`config.mk`:
```
export PLATFORM = sky130hd
export DESIGN_NAME = dtp_timer_pwm
export DESIGN_NICKNAME = d
export VERILOG_FILES = /design/src/design/dtp_timer_pwm.v
export VERILOG_INCLUDE_DIRS = /design/src /design/src/design
export SDC_FILE = /design/constraint.sdc
export NUM_CORES = 1
export LEC_CHECK = 0
export BUFFER_PORTS_ARGS = -buffer_cell sky130_fd_sc_hd__buf_2
export CAP_MARGIN = 20
export CORE_MARGIN = 5
export CORE_UTILIZATION = 40
export CTS_CLUSTER_DIAMETER = 80
export DETAILED_ROUTE_END_ITERATION = 16
export PLACE_DENSITY_LB_ADDON = 0.15
export SYNTH_ARGS = -nofsm -noshare
export SYNTH_HDL_FRONTEND = slang
export SYNTH_SLANG_ARGS = --single-unit
```
`constraint.sdc`:
```
create_clock -name clk -period 4.26 [get_ports clk]
set_input_delay 0.213 -clock clk [delete_from_list [all_inputs] [get_ports clk]]
set_output_delay 0.213 -clock clk [all_outputs]
set_load 0.01 [all_outputs]
```
`src/design/dtp_map.vh`:
```
`ifndef DTP_MAP_VH
`define DTP_MAP_VH

// ****************************************************************
// Register indices; the byte address is four times the index.
// ****************************************************************
`define DTP_IDX_FLAGS 10'h00B
`define DTP_IDX_PRESCALE 10'h210
`define DTP_IDX_A_CTRL 10'h211
`define DTP_IDX_A_LOW 10'h212
`define DTP_IDX_A_HIGH 10'h213
`define DTP_IDX_B_CTRL 10'h214
`define DTP_IDX_B_LOW 10'h215
`define DTP_IDX_B_HIGH 10'h216
`define DTP_IDX_START_A 10'h220
`define DTP_IDX_START_B 10'h221
`define DTP_IDX_EN_A 10'h224
`define DTP_IDX_EN_B 10'h225
`define DTP_IDX_CH0_LO 10'h226
`define DTP_IDX_CH0_HI 10'h227
`define DTP_IDX_CH1_LO 10'h229
`define DTP_IDX_CH1_HI 10'h22A
`define DTP_IDX_CH3_LO 10'h22F
`define DTP_IDX_CH3_HI 10'h230
`define DTP_IDX_CH4_LO 10'h232
`define DTP_IDX_CH4_HI 10'h233

// ****************************************************************
// Field positions.
// ****************************************************************
`define DTP_CTL_RUN 0
`define DTP_CTL_SRC_LO 1
`define DTP_CTL_SRC_HI 2
`define DTP_CTL_RELOAD 3
`define DTP_FLAG_A 1
`define DTP_FLAG_B 2
`define DTP_SRC_PRESCALED 2'b00
`define DTP_SRC_FAST_RC 2'b01
`define DTP_SRC_SLOW 2'b10
`define DTP_SRC_CHAIN 2'b11

// ****************************************************************
// Reset values and timing.
// ****************************************************************
`define DTP_RST_NIBBLE 4'h0
`define DTP_RST_BYTE 8'h00
`define DTP_CLK_HZ 20000000
`define DTP_SYS_FAST_HZ 4000000
`define DTP_SYS_DIV (`DTP_CLK_HZ / `DTP_SYS_FAST_HZ)

`endif

```
`src/design/dtp_timer_pwm.v`:
```
// Behaviour
// Two-bit source picks prescaled, fast RC, slow clock, or time-base/timer_a overflow.
// Data nibble writes fill the preload buffer; reads return the live counter.
// Writing run to one loads the complemented preload and starts counting.
// Counter counts up; at FF sets flag and reloads if auto-reload.
// Overflow rising edge sets the timer's interrupt flag.
// Eight-bit period is preload ticks, or 256 when preload is zero.
// Cascaded period is B*256+A ticks, or 65536 when both are zero.
// Software uses counter mode with auto-reload cleared, toggling run.
// Software stops the counter before reading it to avoid transients.
// Timer_b source 11 cascades both timers into one 16-bit timer.
// In cascade timer_a run starts and stops both, loading both halves.
// In cascade timer_b overflow reloads both halves when timer_b auto-reload set.
// In cascade timer_a overflow raises no flag; timer_b flags normally.
// PWM period comes from timer_b; pin driven only if enabled and output.
// Enabling a channel while timer_b runs waits for the next timer_b overflow.
// Duty high nibble written first; low nibble write transfers full duty.
// Output starts at start level, flips at duty compare, returns on overflow.
// Start-level bit zero starts low, one starts high.
// Software keeps every duty no larger than timer_b's preload.
// Software avoids PWM in cascade and a zero timer_b preload with PWM.
// Software does not run PWM channels in cascaded 16-bit mode.
// Four channels 0, 1, 3, 4 share timer_b's cycle, each own duty.
// Prescaled clock is 4 MHz divided by 1 to 128 by a 3-bit code.
// Timer_a control holds reload, two source bits and run, reset to zero.
// Interrupt flags clear only by writing zero; writing one does nothing.
// A stopped timer holds its count and ignores count clock edges.
// Slow and time-base sources are synchronised before use as count events.
//
// Local design decision: the APB register port.
`timescale 1ns/1ns
`include "dtp_map.vh"

module dtp_timer_pwm (
    input wire clk,
    input wire rst_n,
    input wire psel,
    input wire penable,
    input wire pwrite,
    input wire [11:0] paddr,
    input wire [31:0] pwdata,
    output reg [31:0] prdata,
    output wire pready,
    output wire pslverr,
    input wire fastRcClk,
    input wire slowClk,
    input wire timebaseOvf,
    input wire [3:0] pinIsOutput,
    output reg [3:0] pwmPinOutput,
    output wire [3:0] pwmPinDrive,
    output wire timerAIrq,
    output wire timerBIrq
);

    // ****************************************************************
    // Bus decode.
    // ****************************************************************
    localparam [31:0] SYS_DIV_LAST = `DTP_SYS_DIV - 1;

    wire [9:0] idx = paddr[11:2];
    wire wrAcc = psel & penable & pwrite;
    wire [3:0] wNib = pwdata[3:0];
    reg [3:0] rdNib;
    reg mapped;

    // The slave never stalls, so every access completes in its first access cycle.
    assign pready = 1'b1;
    assign pslverr = psel & penable & ~mapped;

    // ****************************************************************
    // Register state.
    // ****************************************************************
    reg [3:0] ctlA;
    reg [3:0] ctlB;
    reg [2:0] prescaleSel;
    reg [7:0] preA;
    reg [7:0] preB;
    reg [7:0] cntA;
    reg [7:0] cntB;
    reg flagA;
    reg flagB;
    reg [3:0] startLvl;
    reg [3:0] chanEn;
    reg [7:0] next_cntA;
    reg [7:0] next_cntB;
    reg [15:0] next16;
    reg ovfA;
    reg ovfB;
    wire [31:0] dutyBus;
    wire [31:0] holdBus;

    wire runA = ctlA[`DTP_CTL_RUN];
    wire runB = ctlB[`DTP_CTL_RUN];
    wire [1:0] srcA = ctlA[`DTP_CTL_SRC_HI:`DTP_CTL_SRC_LO];
    wire [1:0] srcB = ctlB[`DTP_CTL_SRC_HI:`DTP_CTL_SRC_LO];
    wire cascade = (srcB == `DTP_SRC_CHAIN);
    wire timerBActive = cascade ? runA : runB;

    // ****************************************************************
    // Count event sources.
    // ****************************************************************
    reg [2:0] syncA;
    reg [2:0] syncB;
    reg [2:0] edgeQ;
    reg [2:0] fastDiv;
    reg [6:0] preCnt;

    // Two flops per pin input, then a third flop purely for edge detection.
    always @(posedge clk or negedge rst_n) begin
        if (!rst_n) begin
            syncA <= 3'b000;
            syncB <= 3'b000;
            edgeQ <= 3'b000;
        end else begin
            syncA <= {timebaseOvf, slowClk, fastRcClk};
            syncB <= syncA;
            edgeQ <= syncB;
        end
    end

    wire rcTick = syncB[0] & ~edgeQ[0];
    wire slowTick = syncB[1] & ~edgeQ[1];
    wire tbTick = syncB[2] & ~edgeQ[2];

    // The 4 MHz system rate is an enable from clk; the prescaler divides that enable.
    wire sysTick = (fastDiv == SYS_DIV_LAST[2:0]);
    wire [7:0] preMask = (8'h01 << prescaleSel) - 8'h01;
    wire presTick = sysTick & ((preCnt & preMask[6:0]) == preMask[6:0]);

    always @(posedge clk or negedge rst_n) begin
        if (!rst_n) begin
            fastDiv <= 3'h0;
            preCnt <= 7'h00;
        end else begin
            fastDiv <= sysTick ? 3'h0 : fastDiv + 3'h1;
            if (sysTick) begin
                preCnt <= preCnt + 7'h01;
            end
        end
    end

    // Source select per timer; every tick is an argument, so the assignments below follow each source.
    function srcTick;
        input [1:0] sel;
        input pres, rc, slow, other;
        begin
            case (sel)
                `DTP_SRC_PRESCALED: srcTick = pres;
                `DTP_SRC_FAST_RC: srcTick = rc;
                `DTP_SRC_SLOW: srcTick = slow;
                default: srcTick = other;
            endcase
        end
    endfunction

    wire tickA = runA & srcTick(srcA, presTick, rcTick, slowTick, tbTick);
    wire tickB = runB & ~cascade & srcTick(srcB, presTick, rcTick, slowTick, 1'b0);

    // ****************************************************************
    // Counters.
    // ****************************************************************
    wire wrCtlA = wrAcc & (idx == `DTP_IDX_A_CTRL);
    wire wrCtlB = wrAcc & (idx == `DTP_IDX_B_CTRL);
    wire loadA = wrCtlA & wNib[`DTP_CTL_RUN] & ~runA;
    wire loadB = (wrCtlB & wNib[`DTP_CTL_RUN] & ~runB & ~cascade) | (cascade & loadA);

    // Reload uses the negated preload so the count lands on FF after exactly preload ticks.
    always @* begin
        next_cntA = cntA;
        next_cntB = cntB;
        next16 = {cntB, cntA};
        ovfA = 1'b0;
        ovfB = 1'b0;
        if (cascade) begin
            if (loadA) begin
                next16 = ~{preB, preA};
            end else if (tickA) begin
                if ({cntB, cntA} == 16'hFFFF) begin
                    next16 = ctlB[`DTP_CTL_RELOAD] ? 16'h0000 - {preB, preA} : 16'h0000;
                end else begin
                    next16 = {cntB, cntA} + 16'h0001;
                end
                ovfB = (next16 == 16'hFFFF);
            end
            next_cntA = next16[7:0];
            next_cntB = next16[15:8];
        end else begin
            if (loadA) begin
                next_cntA = ~preA;
            end else if (tickA) begin
                if (cntA == 8'hFF) begin
                    next_cntA = ctlA[`DTP_CTL_RELOAD] ? 8'h00 - preA : 8'h00;
                end else begin
                    next_cntA = cntA + 8'h01;
                end
                ovfA = (next_cntA == 8'hFF);
            end
            if (loadB) begin
                next_cntB = ~preB;
            end else if (tickB) begin
                if (cntB == 8'hFF) begin
                    next_cntB = ctlB[`DTP_CTL_RELOAD] ? 8'h00 - preB : 8'h00;
                end else begin
                    next_cntB = cntB + 8'h01;
                end
                ovfB = (next_cntB == 8'hFF);
            end
        end
    end

    // Control, preload and counter registers.
    always @(posedge clk or negedge rst_n) begin
        if (!rst_n) begin
            ctlA <= `DTP_RST_NIBBLE;
            ctlB <= `DTP_RST_NIBBLE;
            prescaleSel <= 3'b000;
            preA <= `DTP_RST_BYTE;
            preB <= `DTP_RST_BYTE;
            cntA <= `DTP_RST_BYTE;
            cntB <= `DTP_RST_BYTE;
        end else begin
            cntA <= next_cntA;
            cntB <= next_cntB;
            if (wrCtlA) begin
                ctlA <= wNib;
            end
            if (wrCtlB) begin
                ctlB <= wNib;
            end
            if (wrAcc & (idx == `DTP_IDX_PRESCALE)) begin
                prescaleSel <= wNib[2:0];
            end
            if (wrAcc & (idx == `DTP_IDX_A_LOW)) begin
                preA[3:0] <= wNib;
            end
            if (wrAcc & (idx == `DTP_IDX_A_HIGH)) begin
                preA[7:4] <= wNib;
            end
            if (wrAcc & (idx == `DTP_IDX_B_LOW)) begin
                preB[3:0] <= wNib;
            end
            if (wrAcc & (idx == `DTP_IDX_B_HIGH)) begin
                preB[7:4] <= wNib;
            end
        end
    end

    // ****************************************************************
    // Interrupt flags.
    // ****************************************************************
    wire wrFlags = wrAcc & (idx == `DTP_IDX_FLAGS);

    // A flag raised in the same cycle as a clearing write stays set, so no event is lost.
    always @(posedge clk or negedge rst_n) begin
        if (!rst_n) begin
            flagA <= 1'b0;
            flagB <= 1'b0;
        end else begin
            if (ovfA & ~cascade) begin
                flagA <= 1'b1;
            end else if (wrFlags & ~pwdata[`DTP_FLAG_A]) begin
                flagA <= 1'b0;
            end
            if (ovfB) begin
                flagB <= 1'b1;
            end else if (wrFlags & ~pwdata[`DTP_FLAG_B]) begin
                flagB <= 1'b0;
            end
        end
    end

    assign timerAIrq = flagA;
    assign timerBIrq = flagB;

    // ****************************************************************
    // PWM channels.
    // ****************************************************************
    wire wrEnA = wrAcc & (idx == `DTP_IDX_EN_A);
    wire wrEnB = wrAcc & (idx == `DTP_IDX_EN_B);
    wire wrStA = wrAcc & (idx == `DTP_IDX_START_A);
    wire wrStB = wrAcc & (idx == `DTP_IDX_START_B);
    wire [3:0] chWrEn = {wrEnB, wrEnA, wrEnA, wrEnA};
    wire [3:0] chWrSt = {wrStB, wrStA, wrStA, wrStA};
    wire [3:0] chBit = {pwdata[0], pwdata[3], pwdata[1], pwdata[0]};
    wire pwmTick = tickB & ~cascade;
    reg [3:0] effEn;
    reg [3:0] pending;

    assign pwmPinDrive = effEn & pinIsOutput;

    genvar i;
    generate
        for (i = 0; i < 4; i = i + 1) begin : gCh
            localparam [9:0] LO_IDX = (i == 0) ? `DTP_IDX_CH0_LO : (i == 1) ? `DTP_IDX_CH1_LO :
                                      (i == 2) ? `DTP_IDX_CH3_LO : `DTP_IDX_CH4_LO;
            localparam [9:0] HI_IDX = (i == 0) ? `DTP_IDX_CH0_HI : (i == 1) ? `DTP_IDX_CH1_HI :
                                      (i == 2) ? `DTP_IDX_CH3_HI : `DTP_IDX_CH4_HI;
            reg [7:0] duty;
            reg [3:0] hold;

            assign dutyBus[8*i+7:8*i] = duty;
            assign holdBus[8*i+3:8*i] = hold;
            assign holdBus[8*i+7:8*i+4] = 4'h0;

            // Duty only changes on the low write, so a half-written value never reaches the compare.
            always @(posedge clk or negedge rst_n) begin
                if (!rst_n) begin
                    duty <= `DTP_RST_BYTE;
                    hold <= `DTP_RST_NIBBLE;
                end else begin
                    if (wrAcc & (idx == HI_IDX)) begin
                        hold <= wNib;
                    end
                    if (wrAcc & (idx == LO_IDX)) begin
                        duty <= {hold, wNib};
                    end
                end
            end

            // Enable, deferred enable, start level and output level.
            always @(posedge clk or negedge rst_n) begin
                if (!rst_n) begin
                    chanEn[i] <= 1'b0;
                    effEn[i] <= 1'b0;
                    pending[i] <= 1'b0;
                    startLvl[i] <= 1'b0;
                    pwmPinOutput[i] <= 1'b0;
                end else begin
                    if (chWrSt[i]) begin
                        startLvl[i] <= chBit[i];
                    end
                    if (chWrEn[i]) begin
                        chanEn[i] <= chBit[i];
                    end
                    if (chWrEn[i] & ~chBit[i]) begin
                        effEn[i] <= 1'b0;
                        pending[i] <= 1'b0;
                    end else if (chWrEn[i] & chBit[i] & ~chanEn[i]) begin
                        if (timerBActive) begin
                            pending[i] <= 1'b1;
                        end else begin
                            effEn[i] <= 1'b1;
                        end
                    end else if (pending[i] & ovfB) begin
                        effEn[i] <= 1'b1;
                        pending[i] <= 1'b0;
                    end
                    if (loadB | ~effEn[i]) begin
                        pwmPinOutput[i] <= startLvl[i];
                    end else if (pwmTick) begin
                        pwmPinOutput[i] <= startLvl[i] ^ (next_cntB > ~duty);
                    end
                end
            end
        end
    endgenerate

    // ****************************************************************
    // Read path.
    // ****************************************************************
    // Counter reads are live; a read during a count edge can catch a moving value.
    always @* begin
        rdNib = 4'h0;
        mapped = 1'b1;
        case (idx)
            `DTP_IDX_FLAGS: rdNib = {1'b0, flagB, flagA, 1'b0};
            `DTP_IDX_PRESCALE: rdNib = {1'b0, prescaleSel};
            `DTP_IDX_A_CTRL: rdNib = ctlA;
            `DTP_IDX_A_LOW: rdNib = cntA[3:0];
            `DTP_IDX_A_HIGH: rdNib = cntA[7:4];
            `DTP_IDX_B_CTRL: rdNib = ctlB;
            `DTP_IDX_B_LOW: rdNib = cntB[3:0];
            `DTP_IDX_B_HIGH: rdNib = cntB[7:4];
            `DTP_IDX_START_A: rdNib = {startLvl[2], 1'b0, startLvl[1], startLvl[0]};
            `DTP_IDX_START_B: rdNib = {3'b000, startLvl[3]};
            `DTP_IDX_EN_A: rdNib = {chanEn[2], 1'b0, chanEn[1], chanEn[0]};
            `DTP_IDX_EN_B: rdNib = {3'b000, chanEn[3]};
            `DTP_IDX_CH0_LO: rdNib = dutyBus[3:0];
            `DTP_IDX_CH0_HI: rdNib = holdBus[3:0];
            `DTP_IDX_CH1_LO: rdNib = dutyBus[11:8];
            `DTP_IDX_CH1_HI: rdNib = holdBus[11:8];
            `DTP_IDX_CH3_LO: rdNib = dutyBus[19:16];
            `DTP_IDX_CH3_HI: rdNib = holdBus[19:16];
            `DTP_IDX_CH4_LO: rdNib = dutyBus[27:24];
            `DTP_IDX_CH4_HI: rdNib = holdBus[27:24];
            default: mapped = 1'b0;
        endcase
    end

    // Read data is captured in the setup cycle and stays fixed through the access phase.
    always @(posedge clk or negedge rst_n) begin
        if (!rst_n) begin
            prdata <= 32'h0000_0000;
        end else if (psel & ~penable & ~pwrite) begin
            prdata <= {28'h000_0000, rdNib};
        end
    end

endmodule

```
==> run_results.csv <==
group,metric,value,unit
run_status,status,"finished, final reports clean",
synthesis,yosys_warnings,0,
synthesis,synth_top_area_share,37.2,%
synthesis,async_flop_share,100,%
clock_tree,cts_sinks,136,
worst_setup_path,crit_slowest_cell,"dfrtp_1",
worst_setup_path,critical_path.top_delay_family,"compound AO/OA/AOI/OAI gates",
detailed_routing,drt_wl_total,29.9,mm
synthesis,synthCells,976,
min_path,hp-class,"in -> reg",
pwr,p_switching,0.891,mW
place,hpwl,22.0,mm
global_route,grt_overflow,0,
pwr,power_frac_comb,8.8,%
sta,fin_crit,4190,ps
worst_setup_path,crit_buf_inv,4,
synthesis,yosysSeqAreaShare,37.2,%
worst_setup_path,arrival,4510,ps
worst_setup_path,critical_path_peak_fanout,5,
sta,finalWorstSetupSlack,65.9,ps
sta,worst_slew_pin_slew,1060,ps
pwr,seqPwrFrac,43.7,%
layout,drive_gt1_share,25.2,%
layout,postLayoutCellArea,0.0107,mm²
floorplan,initial_core_util,40.5,%
sta,maxSlewHeadroom,28.7,%
clock_tree,htreeDepth,4,
synthesis,synthTopCellsByArea,"dfrtp_1 37%, mux2_2 9.5%, ha_1 5.5%",
detailed_routing,drc,0,
global_route,grt_pass1_wl,45.6,mm
clock_tree,cts_tree,"done",
global_route,grt_pass1_vias,7527,
worst_setup_path,worstSetupPathType,"reg -> reg",
detailed_routing,drt_iter0_drc,642,
pwr,total_power,3.09,mW
detailed_routing,firstDrtPassIters,6,
sta,rsz0062_at_grt,"true",
floorplan,core_area,0.0226,mm²
sta,maxClockFrequency,238,MHz
detailed_routing,route.antenna.remaining_nets,0,
floorplan,std_cell_rows,55,
sta,fin_skew,13.3,ps
place,place_area,0.00980,mm²
layout,fillCellCount,2170,
global_route,track_usage,22.7,%
global_route,grt_max_degree,49,
pwr,cellLeakagePower,4.95,nW
worst_setup_path,cp-start-kind,"flip-flop",
floorplan,die_h,161,µm
synthesis,synth-seq-cells,136,
detailed_routing,vias,7976,
pwr,switching_share,28.9,%
synthesis,avgSynthCellArea,9.38,µm²
clock_tree,cts_buffers,17,
worst_setup_path,r2r_slack,70,ps
worst_setup_path,worstSetupStartpoint,"prescaleSel[1]$_DFFE_PN0P_",
clock_tree,clock_latency,430,ps
layout,layout.nets,1154,
run,maxCapViolations,0,
synthesis,synth_cell_types,82,
sta,hold_viol_final,0,
layout,syn_to_final_growth,17.0,%
synthesis,synth_edf_count,0,
layout,final_cells,1357,
place,dp_cells,1308,
synthesis,yosysTopAreaCell,"dfrtp_1",
pwr,clockPowerShare,47.5,%
pwr,powerDensity,288,mW/mm²
clock_tree,cts-root-buf,"clkbuf_16",
min_path,hold_start,"paddr[5]",
floorplan,fp.dieW,161,µm
worst_setup_path,endpoint_kind,"flip-flop",
global_route,antenna_found_initial,0,
clock_tree,clock_path_buffers,2,
sta,setup_viol,0,
synthesis,syn_area,0.00915,mm²
sta,slew_viol_final,0,
place,io_buffers,40,
worst_setup_path,slowest_delay,390,ps
floorplan,ios,100,
detailed_routing,wl_per_cell,22.0,µm
place,place_ws,-110,ps
place,routabilityCongestion,0.956,
pwr,peakVddDrop,0.234,mV
floorplan,dieArea,0.0260,mm²
worst_setup_path,cp_data_required_time,4580,ps
detailed_routing,viasPerCell,5.88,
clock_tree,clkTransAtPathRegs,70,ps
sta,post-route-period-util,98.5,%
worst_setup_path,rr_startpoint,"prescaleSel[1]$_DFFE_PN0P_",
layout,final_util,47.4,%
worst_setup_path,crit_chain,"nor2_2 > nand2_1 > ha_1 > nor2_2 > a311oi_2 > nand2_1 > o41ai_2 > buf_4 > nand3_2 > buf_6 > mux2i_4 > o21ai_2 > buf_6 > buf_6 > ha_1 > nor2b_1 > o21a_1 > o21a_1 > o21ai_2 > a21oi_1 > o31a_1 > nand2_1 > a21oi_1 > a21o_1",
synthesis,ys.flop_type,"dfrtp_1",
pwr,intPower,2.19,mW
[metrics by stage]
step	hold WS, ps	setup TNS (ps)
after CTS	217	-51.3
after global placement	159	0
final	236	0
after global routing	261	-925
after floorplan	-82.6	0
after detailed placement	164	-110
[path summary, 6_finish.rpt]
check / to / cells past startpoint
max in group asynchronous: gCh[3].duty[2]$_DFFE_PN0P_ / 3
min in group asynchronous: cntA[0]$_DFFE_PN0P_ / 2
worst min-delay path: startLvl[3]$_DFFE_PN0P_ / 4
worst max register to register: pwmPinOutput[0]$_DFFE_PN0P_ / 24
worst min register to register: syncB[1]$_DFF_PN0_ / 0
worst max-delay path: pwmPinOutput[0]$_DFFE_PN0P_ / 24
[cell type report]
type	count	area, µm²	share of cell area [%]
multi-input cells	768	5490	51.3
well taps	285	357	3.33
clock inverters	15	149	1.39
clock buffers	17	425	3.97
repair buffers	113	797	7.44
diodes	1	2.50	0.0234
flip-flops and latches	136	3400	31.8
inverters	22	82.6	0.771
[per-layer routing]
metal | GRT usage, % | vias to the layer above | wire length [µm]
met4 | 6.82 | 0 | 595
met3 | 3.44 | 36 | 1810
met5 | 0 | - | 0
li1 | - | 3706 | -
met1 | 32.5 | 3957 | 13700
met2 | 35.7 | 277 | 13900
[cells by family (layout without fill, tap and decap cells)]
logic type,count (synthesis),after routing,share of synthesized area [%]
simple gates,355,355,20.2
compound gates,211,211,16.2
flops,136,136,37.2
mux,100,100,12.0
buf+inv,99,167,5.80
fa+ha+maj,40,40,5.47
xor+xnor,33,33,3.16
other cells,2,30,0.0821
[power by group through the flow]
stage	combinational (mW)	sequential [mW]	clock [mW]
after detailed placement	0.262	1.37	0
after global placement	0.261	1.37	0
after floorplan	0.177	1.37	0
after CTS	0.266	1.35	1.50
final	0.272	1.35	1.47
after global routing	0.302	1.35	1.55
[worst min-delay path: cells and delay by family]
family,cells,cell delay [ps]
buffers and inverters,1,130
AND/OR/NAND/NOR,2,150
multiplexers,1,140
[cell usage after synthesis, drive strengths merged, types with 8 or more instances]
cell type / number
dfrtp: 136
nand2: 105
mux2: 77
nor2: 73
buf: 48
a21oi: 44
ha: 40
o21ai: 40
nor3: 37
nand3: 32
clkbuf: 29
mux2i: 23
inv: 22
xnor2: 20
nand4: 18
a22oi: 13
a31oi: 13
xor2: 13
and3: 11
nand2b: 11
nor2b: 11
nor4: 11
a21o: 10
and2: 8
o21a: 8
o22a: 8
o22ai: 8
[repair_timing]
item	4_1_cts	5_1_grt
gates resized for setup	2	43
buffers inserted	3	9
gates cloned	0	0
endpoints found under the hold margin	46	0
setup endpoints to repair	1	4
pin swaps	1	32
hold buffers	4	0
[cell usage in the layout (no fill, tap or decap), types with 11 or more instances in the layout]
master	n
xnor2_1	20
ha_1	35
mux2i_1	22
nand2_1	105
buf_4	61
mux2_2	77
nand3_1	29
nor3_1	34
buf_2	40
a22oi_1	13
a21oi_1	39
clkbuf_16	17
xor2_1	13
o21ai_0	30
nand4_1	17
nand2b_1	11
dfrtp_1	135
conb_1	29
a31oi_1	13
nor2_1	67
inv_1	22
[state kept, by name, indices dropped and copies added, names as in the netlist, 7 cells and up]
signal,flops
gCh.duty,32
gCh.hold,16
cntA,8
cntB,8
preA,8
preB,8
preCnt,7
Note: power is estimated with default switching activity, not from simulation.
